--- src/design/flow_pkg.sv ---
`default_nettype none
package flow_pkg;

  // instruction kinds handled by this unit
  typedef enum logic [2:0] {
    OP_NONE                 = 3'h0,
    OP_SKIP_IF_IO_BIT_CLEAR = 3'h1,
    OP_SKIP_IF_IO_BIT_SET   = 3'h2,
    OP_BRANCH_IF_FLAG_SET   = 3'h3,
    OP_BRANCH_IF_FLAG_CLEAR = 3'h4,
    OP_BRANCH_IF_EQUAL      = 3'h5,
    OP_BRANCH_IF_NOT_EQUAL  = 3'h6
  } op_t;

  localparam int PC_WIDTH      = 16;
  localparam int OFFSET_WIDTH  = 7;
  localparam int ZERO_FLAG_POS = 1;

  localparam logic [PC_WIDTH-1:0] PC_RESET      = 16'h0000;
  localparam logic [PC_WIDTH-1:0] PC_STEP       = 16'h0001;
  localparam logic [PC_WIDTH-1:0] SKIP_ONE_WORD = 16'h0002;
  localparam logic [PC_WIDTH-1:0] SKIP_TWO_WORD = 16'h0003;

  localparam logic [1:0] CYCLES_FALSE    = 2'h1;
  localparam logic [1:0] CYCLES_BRANCH   = 2'h2;
  localparam logic [1:0] CYCLES_SKIP_ONE = 2'h2;
  localparam logic [1:0] CYCLES_SKIP_TWO = 2'h3;

  // one instruction handed to the unit
  typedef struct packed {
    op_t                     op;
    logic [2:0]              bit_sel;
    logic [OFFSET_WIDTH-1:0] offset;
    logic                    next_is_two_word;
  } instr_t;

  // outcome of one instruction
  typedef struct packed {
    logic                taken;
    logic [1:0]          cycles;
    logic [PC_WIDTH-1:0] pc;
  } result_t;

endpackage : flow_pkg
`default_nettype wire

--- src/design/cond_eval.sv ---
`timescale 1ns/1ps
`default_nettype none
module cond_eval (
  // selectors
  input  wire logic [2:0] sel_i,
  input  wire logic       want_one_i,
  // data
  input  wire logic [7:0] bits_i,
  // result
  output logic            hit_o
);
  always_comb begin
    hit_o = (bits_i[sel_i] == want_one_i);
  end
endmodule : cond_eval
`default_nettype wire

--- src/design/conditional_skip_branch_unit.sv ---
`timescale 1ns/1ps
`default_nettype none
// Overview of operation
// - io-bit-clear skip advances pc by 2 or 3 when bit is 0; 1/2/3 cycles.
// - io-bit-set skip advances pc by 2 or 3 when bit is 1; 1/2/3 cycles.
// - flag-set branch loads pc+k+1 when status bit is 1; 1 or 2 cycles.
// - flag-clear branch loads pc+k+1 when status bit is 0; 1 or 2 cycles.
// - branch-if-equal goes to pc+k+1 only when zero flag is 1; 1 or 2 cycles.
// - branch-if-not-equal goes to pc+k+1 only when zero flag is 0; 1 or 2 cycles.
// - no instruction here changes any status flag.
module conditional_skip_branch_unit #(
  parameter int PC_W = flow_pkg::PC_WIDTH
) (
  // clock and reset
  input  wire logic                 sys_clk_i,
  input  wire logic                 rst_i,
  input  wire logic                 clk_en_i,
  // instruction issue
  input  wire logic                 issue_i,
  input  wire flow_pkg::instr_t     instr_i,
  output logic                      ready_o,
  // operands
  input  wire logic [PC_W-1:0]      pc_i,
  input  wire logic [7:0]           io_reg_i,
  input  wire logic [7:0]           status_flags_register_i,
  // results
  output flow_pkg::result_t         result_o,
  output logic                      done_o,
  output logic [7:0]                status_flags_register_o
);
  // parameter checks at elaboration
  if (PC_W != flow_pkg::PC_WIDTH) begin : g_bad_pc_w
    $error("pc width must match package");
  end
  if (flow_pkg::OFFSET_WIDTH >= PC_W) begin : g_bad_offset_w
    $error("offset must be narrower than pc");
  end

  typedef enum logic [2:0] {
    ST_IDLE = 3'b001,
    ST_BUSY = 3'b010,
    ST_DONE = 3'b100
  } state_t;

  state_t             state;
  state_t             next_state;
  logic [1:0]         wait_cnt;
  logic [1:0]         next_wait_cnt;
  flow_pkg::result_t  res;
  flow_pkg::result_t  next_res;
  logic               done;
  logic               next_done;

  logic       is_io;
  logic       want_one;
  logic [2:0] sel;
  logic [7:0] src;
  logic       hit;
  logic [PC_W-1:0] k_ext;
  logic [PC_W-1:0] fall_pc;
  logic [PC_W-1:0] skip_pc;
  logic [PC_W-1:0] branch_pc;
  logic [1:0]      skip_cycles;

  // targets of all three outcomes, picked later by the condition
  always_comb begin
    k_ext     = {{(PC_W-flow_pkg::OFFSET_WIDTH){instr_i.offset[flow_pkg::OFFSET_WIDTH-1]}}, instr_i.offset};
    fall_pc   = pc_i + flow_pkg::PC_STEP;
    branch_pc = pc_i + k_ext + flow_pkg::PC_STEP;
    if (instr_i.next_is_two_word) begin
      skip_pc     = pc_i + flow_pkg::SKIP_TWO_WORD;
      skip_cycles = flow_pkg::CYCLES_SKIP_TWO;
    end else begin
      skip_pc     = pc_i + flow_pkg::SKIP_ONE_WORD;
      skip_cycles = flow_pkg::CYCLES_SKIP_ONE;
    end
  end

  always_comb begin
    is_io    = (instr_i.op == flow_pkg::OP_SKIP_IF_IO_BIT_CLEAR) ||
               (instr_i.op == flow_pkg::OP_SKIP_IF_IO_BIT_SET);
    src      = is_io ? io_reg_i : status_flags_register_i;
    sel      = instr_i.bit_sel;
    want_one = 1'b0;
    case (instr_i.op)
      flow_pkg::OP_SKIP_IF_IO_BIT_CLEAR: want_one = 1'b0;
      flow_pkg::OP_SKIP_IF_IO_BIT_SET:   want_one = 1'b1;
      flow_pkg::OP_BRANCH_IF_FLAG_SET:   want_one = 1'b1;
      flow_pkg::OP_BRANCH_IF_FLAG_CLEAR: want_one = 1'b0;
      flow_pkg::OP_BRANCH_IF_EQUAL: begin
        sel      = 3'(flow_pkg::ZERO_FLAG_POS);
        want_one = 1'b1;
      end
      flow_pkg::OP_BRANCH_IF_NOT_EQUAL: begin
        sel      = 3'(flow_pkg::ZERO_FLAG_POS);
        want_one = 1'b0;
      end
      default: want_one = 1'b0;
    endcase
  end

  cond_eval u_cond (
    .sel_i      (sel),
    .want_one_i (want_one),
    .bits_i     (src),
    .hit_o      (hit)
  );

  always_comb begin
    next_state    = state;
    next_wait_cnt = wait_cnt;
    next_res      = res;
    next_done     = 1'b0;
    case (state)
      ST_IDLE: begin
        if (issue_i && instr_i.op != flow_pkg::OP_NONE) begin
          next_res.taken = hit;
          if (!hit) begin
            next_res.pc     = fall_pc;
            next_res.cycles = flow_pkg::CYCLES_FALSE;
          end else if (is_io) begin
            next_res.pc     = skip_pc;
            next_res.cycles = skip_cycles;
          end else begin
            next_res.pc     = branch_pc;
            next_res.cycles = flow_pkg::CYCLES_BRANCH;
          end
          next_wait_cnt = next_res.cycles - 2'h1;
          if (next_res.cycles == flow_pkg::CYCLES_FALSE) begin
            next_state = ST_DONE;
            next_done  = 1'b1;
          end else begin
            next_state = ST_BUSY;
          end
        end
      end
      ST_BUSY: begin
        next_wait_cnt = wait_cnt - 2'h1;
        if (wait_cnt == 2'h1) begin
          next_state = ST_DONE;
          next_done  = 1'b1;
        end
      end
      ST_DONE: begin
        next_state = ST_IDLE;
      end
      default: next_state = ST_IDLE;
    endcase
  end

  always_ff @(posedge sys_clk_i) begin
    if (rst_i) begin
      state    <= ST_IDLE;
      wait_cnt <= 2'h0;
      res      <= '{taken: 1'b0, cycles: 2'h0, pc: flow_pkg::PC_RESET};
      done     <= 1'b0;
    end else if (clk_en_i) begin
      state    <= next_state;
      wait_cnt <= next_wait_cnt;
      res      <= next_res;
      done     <= next_done;
    end
  end

  always_comb begin
    ready_o                 = (state == ST_IDLE);
    done_o                  = done;
    result_o                = res;
    status_flags_register_o = status_flags_register_i;
  end
endmodule : conditional_skip_branch_unit
`default_nettype wire

--- config.mk ---
export PLATFORM = sky130hd
export DESIGN_NAME = conditional_skip_branch_unit
export DESIGN_NICKNAME = d
export VERILOG_FILES = /design/src/design/flow_pkg.sv /design/src/design/cond_eval.sv /design/src/design/conditional_skip_branch_unit.sv
export SDC_FILE = /design/constraint.sdc
export NUM_CORES = 1
export LEC_CHECK = 0
export BUFFER_PORTS_ARGS = -buffer_cell sky130_fd_sc_hd__buf_2
export CORE_UTILIZATION = 48
export DETAILED_ROUTE_END_ITERATION = 8
export PLACE_DENSITY_LB_ADDON = 0.2
export SYNTH_ARGS = -nofsm -noshare
export SYNTH_HDL_FRONTEND = slang
export SYNTH_SLANG_ARGS = --single-unit
--- constraint.sdc ---
create_clock -name sys_clk_i -period 7 [get_ports sys_clk_i]
set_clock_uncertainty 0.2 [all_clocks]
set_input_delay 1.4 -clock sys_clk_i [delete_from_list [all_inputs] [get_ports sys_clk_i]]
set_output_delay 1.4 -clock sys_clk_i [all_outputs]
set_load 0.01 [all_outputs]
==> results of run 1 <==
## cell usage after synthesis (2+ instances only)
cell type | number | area (µm²)
sky130_fd_sc_hd__mux2i_1 | 2 | 20.0
sky130_fd_sc_hd__a211oi_1 | 9 | 67.6
sky130_fd_sc_hd__xnor2_2 | 2 | 32.5
sky130_fd_sc_hd__nand3b_1 | 4 | 30.0
sky130_fd_sc_hd__o211ai_1 | 5 | 37.5
sky130_fd_sc_hd__a32oi_1 | 2 | 17.5
sky130_fd_sc_hd__a31oi_1 | 6 | 37.5
sky130_fd_sc_hd__and3_1 | 4 | 25.0
sky130_fd_sc_hd__nand2b_1 | 4 | 25.0
sky130_fd_sc_hd__o21ai_1 | 3 | 15.0
sky130_fd_sc_hd__o21a_1 | 5 | 37.5
sky130_fd_sc_hd__nand4_1 | 3 | 18.8
sky130_fd_sc_hd__xnor2_1 | 14 | 123
sky130_fd_sc_hd__a21o_1 | 6 | 45.0
sky130_fd_sc_hd__inv_1 | 10 | 37.5
sky130_fd_sc_hd__o21ai_0 | 21 | 105
sky130_fd_sc_hd__a41o_1 | 2 | 20.0
sky130_fd_sc_hd__nor2_1 | 37 | 139
sky130_fd_sc_hd__nor4_1 | 2 | 12.5
sky130_fd_sc_hd__nor2b_1 | 4 | 25.0
sky130_fd_sc_hd__nand3_1 | 16 | 80.1
sky130_fd_sc_hd__clkbuf_1 | 13 | 48.8
sky130_fd_sc_hd__dfxtp_1 | 24 | 480
sky130_fd_sc_hd__nand2_1 | 35 | 131
sky130_fd_sc_hd__o22ai_1 | 2 | 12.5
sky130_fd_sc_hd__o31ai_1 | 3 | 22.5
sky130_fd_sc_hd__buf_4 | 10 | 75.1
sky130_fd_sc_hd__buf_6 | 4 | 45.0
sky130_fd_sc_hd__a22oi_1 | 2 | 15.0
sky130_fd_sc_hd__nor3b_1 | 4 | 30.0
sky130_fd_sc_hd__xor2_1 | 16 | 140
sky130_fd_sc_hd__or3_1 | 2 | 12.5
sky130_fd_sc_hd__o21bai_1 | 4 | 30.0
sky130_fd_sc_hd__a21oi_1 | 33 | 165
sky130_fd_sc_hd__mux4_1 | 2 | 52.6
sky130_fd_sc_hd__nor3_1 | 10 | 50.1
sky130_fd_sc_hd__ha_1 | 20 | 250
## per-layer routing
metal	GRT usage	vias to the layer above	part of all wire	wire length, µm
met5	0	-	0	0
li1	-	1472	-	-
met2	0.425	90	0.48	3450
met4	0.0815	0	0.017	124
met1	0.314	1316	0.45	3240
met3	0.0209	11	0.044	316
## report_power, final
group / internal, µW / switching (µW) / leakage, µW
clock: 76.5 / 47.1 / 0.0000357
sequential: 148 / 5.96 / 0.000196
combinational: 93.3 / 133 / 0.00115
total: 318 / 186 / 0.00138
## worst min-delay path by stage
stage	endpoint	depth (start not counted)	slack [ps]
floorplan	state[2]$_SDFFE_PP0P_	1	240
global placement	result_o[0]$_SDFFE_PP0P_	2	240
detailed placement	result_o[0]$_SDFFE_PP0P_	2	240
CTS	result_o[2]$_SDFFE_PP0P_	2	260
global route	result_o[11]$_SDFFE_PP0P_	2	290
finish	result_o[0]$_SDFFE_PP0P_	2	250
## sequential cells by signal (all words and copies together) (netlist names)
signal / cells
done_o: 1
state: 3
wait_cnt: 2
result_o: 18
## area by class of cell
cell class              count  area [µm²]
fillers                   531        2360
multi-input cells         309        2090
flip-flops and latches     24         480
repair buffers             80         405
well taps                  72        90.1
clock buffers               3        41.3
inverters                  10        37.5
clock inverters             1        30.0
## per-stage QoR
| step | utilization | setup slack (ps) | hold WS [ps] |
|---|---|---|---|
| after global routing | 0.573 | 2370 | 287 |
| after floorplan | - | 3250 | 242 |
| after global placement | 0.561 | 2440 | 238 |
| after CTS | 0.573 | 2650 | 256 |
| final | 0.573 | 2640 | 253 |
| after detailed placement | 0.561 | 2360 | 244 |
## worst max-delay path: cells and delay by family
kind | cells | cell delay [ps]
buffers and inverters | 1 | 140
muxes | 2 | 840
and+or+nand+nor | 2 | 440
AOI/OAI and AO/OA | 3 | 400
xor gates and xnor gates | 2 | 1130
## kinds of logic (layout without fill, tap and decap cells)
kind of cell	Yosys count	in the layout
multiplexers	6	6
adder cells (fa/ha/maj)	21	21
flip-flops	24	24
AO/OA/AOI/OAI	119	119
AND/OR/NAND/NOR	131	131
buffers and inverters	37	94
XOR/XNOR	32	32
==> results.json, run 1 <==
{
  "worstReg2RegEnd": "result_o[5]$_SDFFE_PP0P_",
  "status": "finished, final reports clean",
  "maxCapViolCount": 0,
  "r2r_setup_slack_ps": 4310,
  "post_drt_wl_per_cell_um": 14.3,
  "tightest_slew_ps": 993,
  "layout_worst_path_cycle_share": 0.622,
  "layout-drive-gt1-share": 0.218,
  "cts_hold_repair.buffers": 0,
  "postSynth.asyncResetShare": 0,
  "design_power_total_uw": 504,
  "timing.fmax_ghz": 0.230,
  "initial_core_util": 0.502,
  "synth_top_family_by_area": "compound AO/OA/AOI/OAI gates",
  "drt_pass_1_iters": 4,
  "netlist-cell-type-count": 62,
  "synth-seq-cells": 24,
  "finalSetupViolations": 0,
  "grt_max_degree": 23,
  "ctsHtreeMaxLevel": 1,
  "crit_end": "result_o[15]$_SDFFE_PP0P_",
  "cpPeakStageDelay_ps": 820,
  "crit_path_top_delay_cell": "sky130_fd_sc_hd__xnor2_2",
  "cts_made_buffers": 3,
  "critical_path.startpoint_type": "input port",
  "post_synth_mux_area_share": 0.0383,
  "placement.io_buffers": 78,
  "r2r_cells": 7,
  "unrepaired_setup_endpoints_after_global_routing": "no",
  "clock_path_buffers": 2,
  "antennaDiodeCount": 0,
  "mappedNetlistNets": 441,
  "tritoncts": "built",
  "drc_markers": 0,
  "antenna_found_initial": 0,
  "drt-initial-drc-count": 166,
  "post_synth_xor_area_fraction": 0.106,
  "ctsResizeCount": 0,
  "die_y_um": 78.1,
  "floorplan_row_count": 27,
  "end_kind": "register",
  "holdCritStartpoint": "result_o[0]$_SDFFE_PP0P_",
  "ys.flop_type": "sky130_fd_sc_hd__dfxtp_1",
  "placement.cell_area_um2": 3110,
  "worstSetupStartpoint": "instr_i[11]",
  "die_w_um": 78.1,
  "yosysWarningCount": 0,
  "ys_seq_area_frac": 0.173,
  "global_route_wire_length_before_repair_um": 12100,
  "wirelength_um": 7140,
  "grt_usage": 0.244,
  "post-route-cell-area_um2": 3180,
  "die_area_um2": 6100,
  "total_grt_overflow": 0,
  "layout.cells.most_common_list": "sky130_fd_sc_hd__buf_2 (78), sky130_fd_sc_hd__nor2_1 (37), sky130_fd_sc_hd__nand2_1 (35), sky130_fd_sc_hd__a21oi_1 (33), sky130_fd_sc_hd__dfxtp_1 (24)",
  "critical_path.most_common_cell": "sky130_fd_sc_hd__xnor2_2",
  "vias": 2889,
  "yosys.area_share.adder": 0.0973,
  "syn_to_final_growth_pct": 14.3,
  "clock_insertion_delay_worst_skew_ps": 270,
  "crit_required_ps": 7000,
  "worst_slew_margin_rel": 0.335,
  "grt_pass1_vias": 2693,
  "place_congestion": 0.881,
  "ir_drop_v": 0.0000719,
  "fin_setup_tns_ps": 0,
  "p_leak_uw": 0.00138,
  "worstPathMaxFanout": 21,
  "synth_compound_gate_area_share": 0.287,
  "power_density_over_the_cells_nw_per_um2": 159,
  "timing_max_transition_violations_final": 0,
  "mapped_cells": 370,
  "final_common_cell": "sky130_fd_sc_hd__buf_2",
  "post_synth_instance_area_um2": 2780,
  "arrival_ps": 4350,
  "floorplan.io_pins": 79,
  "critical_path.reg2reg.startpoint": "state[0]$_SDFFE_PP1P_",
  "final_count_of_hold_timing_violations": 0,
  "postSynthAreaPerCell_um2": 7.51,
  "clockRootBuffer": "sky130_fd_sc_hd__clkbuf_8",
  "post-cts-setup-buffers": 0,
  "crit_path_cell_trace": "buf_2 > xnor2_2 > mux4_1 > mux2i_4 > o32ai_4 > xnor2_2 > nand3_1 > nor3_1 > a21oi_1 > a31oi_1",
  "number_of_nets_still_failing_antenna_checks_after_routing": 0,
  "core_area_um2": 5540,
  "clock_transition_at_path_regs_ps": 90,
  "clock_sinks": 24,
  "nets": 499,
  "dp.cells": 495,
  "post_drt_via_cell_ratio": 5.79,
  "holdCritPathClass": "register to register",
  "period_needed_ps": 4360,
  "hpwl_um": 5760,
  "number_of_non_filler_instances_in_the_completed_layout": 499,
  "yosys.area_share.simple": 0.224,
  "synth_enable_flop_cells": 0,
  "worst-setup-path-type": "input port to register"
}
No activity file was read; power rests on OpenSTA's default activity.
==> run 2: changes to the inputs <==
Clock period 7 ns to 4 ns, I/O delays scaled along.
==> run 2 against run 1 <==
Net effect:
- sequential power rose by 75%
- clock-buffer cell count did not move
- clock power rose by 79%
- non-clock buffer count rose by 3
- critical endpoint is now result_o[5]$_SDFFE_PP0P_
- cell count rose by 0.60%
- first-iteration DRC count rose by 36%
- flip-flop and latch count did not move
- die area did not move
- sequential share of layout area fell by 0.11 points
- combinational power rose by 79%
- routed wire length barely moved
==> results.json, run 2 (synthesized netlist as in run 1, its figures left out) <==
{
  "holdCritStartpoint": "result_o[18]$_SDFFE_PP0P_",
  "timing.fmax_ghz": 0.301,
  "layout.cells.most_common_list": "sky130_fd_sc_hd__buf_2 (78), sky130_fd_sc_hd__nor2_1 (37), sky130_fd_sc_hd__nand2_1 (35), sky130_fd_sc_hd__a21oi_1 (33), sky130_fd_sc_hd__dfxtp_1 (24)",
  "clockRootBuffer": "sky130_fd_sc_hd__clkbuf_8",
  "maxCapViolCount": 0,
  "number_of_nets_still_failing_antenna_checks_after_routing": 0,
  "worst-setup-path-type": "input port to register",
  "post_drt_via_cell_ratio": 5.64,
  "syn_to_final_growth_pct": 15.1,
  "combPwrFrac": 0.453,
  "crit_required_ps": 3980,
  "die_y_um": 78.1,
  "cell_internal_pwr_uw": 565,
  "place_congestion": 0.816,
  "core_area_um2": 5540,
  "cpPeakStageDelay_ps": 650,
  "final_count_of_hold_timing_violations": 0,
  "clock_path_buffers": 2,
  "initial_core_util": 0.502,
  "holdCritPathClass": "register to register",
  "global_route_wire_length_before_repair_um": 12100,
  "postLayoutSetupSlackWorst_ps": 675,
  "end_kind": "register",
  "critical-path-top-delay-family": "multiplexers",
  "floorplan.io_pins": 79,
  "switching_share": 0.371,
  "crit_path_top_delay_cell": "sky130_fd_sc_hd__mux4_1",
  "grt_usage": 0.244,
  "nets": 502,
  "total_grt_overflow": 0,
  "ctsResizeCount": 0,
  "fin_setup_tns_ps": 0,
  "die_w_um": 78.1,
  "critical_path.most_common_cell": "sky130_fd_sc_hd__xnor2_2",
  "critical_path.startpoint_type": "input port",
  "timing_max_transition_violations_final": 0,
  "tritoncts": "built",
  "ctsHtreeMaxLevel": 1,
  "switchingPower_uw": 333,
  "finalSetupViolations": 0,
  "floorplan_row_count": 27,
  "critical_path.reg2reg.startpoint": "state[0]$_SDFFE_PP1P_",
  "clock_insertion_delay_worst_skew_ps": 280,
  "largest_register_ff_count": 18,
  "ir_drop_v": 0.000123,
  "worstPathBufferInverterCount": 2,
  "cts_made_buffers": 3,
  "grt_max_degree": 23,
  "power_density_over_the_cells_nw_per_um2": 281,
  "die_area_um2": 6100,
  "final_common_cell": "sky130_fd_sc_hd__buf_2",
  "worst_slew_margin_rel": 0.561,
  "worstSetupStartpoint": "instr_i[11]",
  "clock_transition_at_path_regs_ps": 90,
  "worstPathMaxFanout": 21,
  "crit_path_cell_trace": "buf_2 > xnor2_2 > mux4_1 > mux2i_4 > o32ai_4 > xnor2_2 > buf_4 > o32ai_1 > a22oi_1 > a22o_1",
  "status": "finished, final reports clean",
  "seqPwrFrac": 0.299,
  "drc_markers": 0,
  "period_needed_ps": 3320,
  "placement.io_buffers": 78,
  "drt-initial-drc-count": 225,
  "grt_pass1_vias": 2638,
  "tightest_slew_ps": 640,
  "clockPowerShare": 0.247,
  "post_drt_wl_per_cell_um": 14.2,
  "clock_sinks": 24,
  "drt_pass_1_iters": 4,
  "antenna_found_initial": 0,
  "arrival_ps": 3310,
  "antennaDiodeCount": 0,
  "post-cts-setup-buffers": 0,
  "worst_case_setup_slack_after_placement_ps": 368,
  "layout-drive-gt1-share": 0.223,
  "p_leak_uw": 0.00139,
  "layout_worst_path_cycle_share": 0.831,
  "hpwl_um": 5730,
  "wirelength_um": 7140,
  "vias": 2830,
  "unrepaired_setup_endpoints_after_global_routing": "no",
  "cts_hold_repair.buffers": 0
}
## run 2: layer usage
metal	vias to the layer above	global-route usage	routed length, µm
met4	0	0.0796	68
met5	-	0	0
met3	5	0.0267	357
met1	1282	0.318	3240
li1	1470	-	-
met2	73	0.418	3470
## run 2: stage by stage
stage / utilization / total power, µW / cell area [µm²] / hold WS (ps) / instances
after CTS: 0.577 / 896 / 3200 / 265 / 502
after floorplan: - / 574 / 2780 / 242 / 370
final: 0.577 / 898 / 3200 / 264 / 502
after detailed placement: 0.565 / 679 / 3130 / 252 / 498
after global routing: 0.577 / 956 / 3200 / 281 / 502
after global placement: 0.565 / 674 / 3130 / 239 / 498
## run 2: worst paths after layout
| check | cells after the start | endpoint | slack (ps) |
|---|---|---|---|
| worst max register to register | 7 | result_o[5]$_SDFFE_PP0P_ | 1260 |
| worst min-delay path | 2 | result_o[18]$_SDFFE_PP0P_ | 260 |
| worst min register to register | 2 | result_o[18]$_SDFFE_PP0P_ | 260 |
| worst max-delay path | 10 | result_o[5]$_SDFFE_PP0P_ | 680 |
## run 2: cell type report
cell class / count / area [µm²]
clock buffers: 3 / 41.3
clock inverters: 1 / 30.0
fillers: 546 / 2340
inverters: 10 / 37.5
multi-input cells: 309 / 2090
flip-flops and latches: 24 / 480
well taps: 72 / 90.1
repair buffers: 83 / 428
## run 2: tightest hold or removal path: stages, from the launching register on
cell	delay, ps
sky130_fd_sc_hd__dfxtp_1	320
sky130_fd_sc_hd__nand2_1	50
sky130_fd_sc_hd__a21oi_1	50
## run 2: power by group through the flow
| stage | Sequential (µW) | Combinational [µW] | Clock, µW |
|---|---|---|---|
| 6_report | 269 | 407 | 222 |
| 5_1_grt | 271 | 455 | 230 |
| 4_1_cts | 269 | 406 | 221 |
| 3_5_place_dp | 275 | 405 | 0 |
| 3_3_place_gp | 274 | 400 | 0 |
| 2_1_floorplan | 281 | 293 | 0 |
==> run 3: changes to the inputs <==
Clock period 4 ns to 3.1 ns, I/O delays scaled along.
==> run 3 against run 2 <==
Net effect:
- clock-buffer cell count stayed put
- routed wire length is 6.2% higher
- cell count is 10% higher
- critical endpoint unchanged
==> results.json, run 3 (synthesized netlist as in run 1, its figures left out) <==
{
  "floorplan_row_count": 27,
  "wirelength_um": 7580,
  "end_kind": "register",
  "period_needed_ps": 2990,
  "placement.io_buffers": 78,
  "crit_path_top_delay_cell": "sky130_fd_sc_hd__mux4_2",
  "post_drt_wl_per_cell_um": 13.7,
  "antenna_found_initial": 0,
  "worstPathMaxFanout": 6,
  "critical_path.most_common_cell": "sky130_fd_sc_hd__buf_4",
  "worst-setup-path-type": "input port to register",
  "final_count_of_hold_timing_violations": 0,
  "layout.cells.most_common_list": "sky130_fd_sc_hd__buf_2 (78), sky130_fd_sc_hd__buf_4 (55), sky130_fd_sc_hd__nor2_1 (37), sky130_fd_sc_hd__nand2_1 (35), sky130_fd_sc_hd__a21oi_1 (32)",
  "p_leak_uw": 0.00163,
  "syn_to_final_growth_pct": 29.6,
  "status": "finished, final reports clean",
  "r2r_cells": 6,
  "clock_transition_at_path_regs_ps": 100,
  "ctsHtreeMaxLevel": 1,
  "grt_pass1_vias": 2886,
  "arrival_ps": 2960,
  "crit_path_cell_trace": "buf_2 > xnor2_4 > mux4_2 > mux2i_4 > o32ai_4 > buf_4 > buf_4 > nand2b_1 > a211o_1 > o311ai_2 > a21oi_1 > a22o_1",
  "floorplan.io_pins": 79,
  "crit_required_ps": 3070,
  "clock_insertion_delay_worst_skew_ps": 270,
  "worst_hold_path.num_cells": 2,
  "grt_usage": 0.248,
  "vias": 3045,
  "nets": 552,
  "n_fill_cell": 502,
  "ir_drop_v": 0.000234,
  "cpPeakStageDelay_ps": 560,
  "finalSetupViolations": 0,
  "layout_worst_path_cycle_share": 0.965,
  "number_of_nets_still_failing_antenna_checks_after_routing": 0,
  "number_of_non_filler_instances_in_the_completed_layout": 552,
  "total_grt_overflow": 0,
  "fin_setup_tns_ps": 0,
  "die_area_um2": 6100,
  "dp.cells": 548,
  "grt_max_degree": 21,
  "drt_pass_1_iters": 4,
  "clockRootBuffer": "sky130_fd_sc_hd__clkbuf_8",
  "antennaDiodeCount": 0,
  "timing.fmax_ghz": 0.334,
  "timing_max_transition_violations_final": 0,
  "worst_slew_margin_rel": 0.597,
  "holdCritPathClass": "register to register",
  "power_density_over_the_cells_nw_per_um2": 347,
  "cts_made_buffers": 3,
  "drc_markers": 0,
  "tightest_slew_ps": 602,
  "critical_path.startpoint_type": "input port",
  "clock_sinks": 24,
  "hpwl_um": 6110,
  "tritoncts": "built",
  "global_route_wire_length_before_repair_um": 12500,
  "clock_path_buffers": 2,
  "drt-initial-drc-count": 198,
  "initial_core_util": 0.502,
  "layout-drive-gt1-share": 0.313,
  "place_congestion": 0.914,
  "die_w_um": 78.1,
  "die_y_um": 78.1,
  "largest_register_ff_count": 18,
  "core_area_um2": 5540,
  "post_drt_via_cell_ratio": 5.52,
  "final_common_cell": "sky130_fd_sc_hd__buf_2",
  "maxCapViolCount": 0,
  "post-cts-setup-buffers": 0
}
## run 3: changes by cell type in the layout (fill, tap and decap cells not counted), sizes merged
cell	before	now
buf	83	133
## run 3: stage by stage
| stage | hold slack [ps] | worst slack (ps) | util | cell area (µm²) | power [µW] |
|---|---|---|---|---|---|
| detailed placement | 250 | -373 | 0.632 | 3500 | 954 |
| global route | 280 | -12.2 | 0.650 | 3600 | 1330 |
| global placement | 238 | -285 | 0.632 | 3500 | 944 |
| finish | 257 | 108 | 0.650 | 3600 | 1250 |
| CTS | 262 | 14.1 | 0.649 | 3600 | 1240 |
| floorplan | 242 | 126 | - | 2780 | 740 |
## run 3: path summary, 6_finish.rpt
path	end	startpoint	slack, ps
min	result_o[11]$_SDFFE_PP0P_	result_o[11]$_SDFFE_PP0P_	260
max	result_o[5]$_SDFFE_PP0P_	instr_i[11]	110
min reg2reg	result_o[11]$_SDFFE_PP0P_	result_o[11]$_SDFFE_PP0P_	260
max reg2reg	result_o[12]$_SDFFE_PP0P_	state[0]$_SDFFE_PP1P_	900
## run 3: metal layers
metal	part of all wire	GRT usage
met3	0.051	0.0233
met1	0.46	0.306
met4	0.014	0.0741
met5	0	0
met2	0.47	0.453
## run 3: where the power goes
part	internal (µW)	switching, µW
registers	334	14.3
clock network	173	110
logic	294	325
## run 3: critical path, delay by kind of cell
family	cells	cell delay [ps]
multiplexers	2	740
XOR/XNOR	1	250
AO/OA/AOI/OAI	5	740
AND/OR/NAND/NOR	1	140
buffers and inverters	3	460
## run 3: final cells by class
cell class | count | area [µm²] | area share
multi-input combinational | 309 | 2120 | 0.588
timing repair buffer | 133 | 803 | 0.223
sequential | 24 | 480 | 0.133
tap | 72 | 90.1 | 0.0250
clock buffer | 3 | 41.3 | 0.0115
inverter | 10 | 37.5 | 0.0104
clock inverter | 1 | 30.0 | 0.00834
## run 3: timing repair
item | 4_1_cts | 5_1_grt
gates resized for setup | 2 | 4
endpoints found under the setup margin | 9 | 9
endpoints found under the hold margin | 0 | 0
hold buffers | 0 | 0
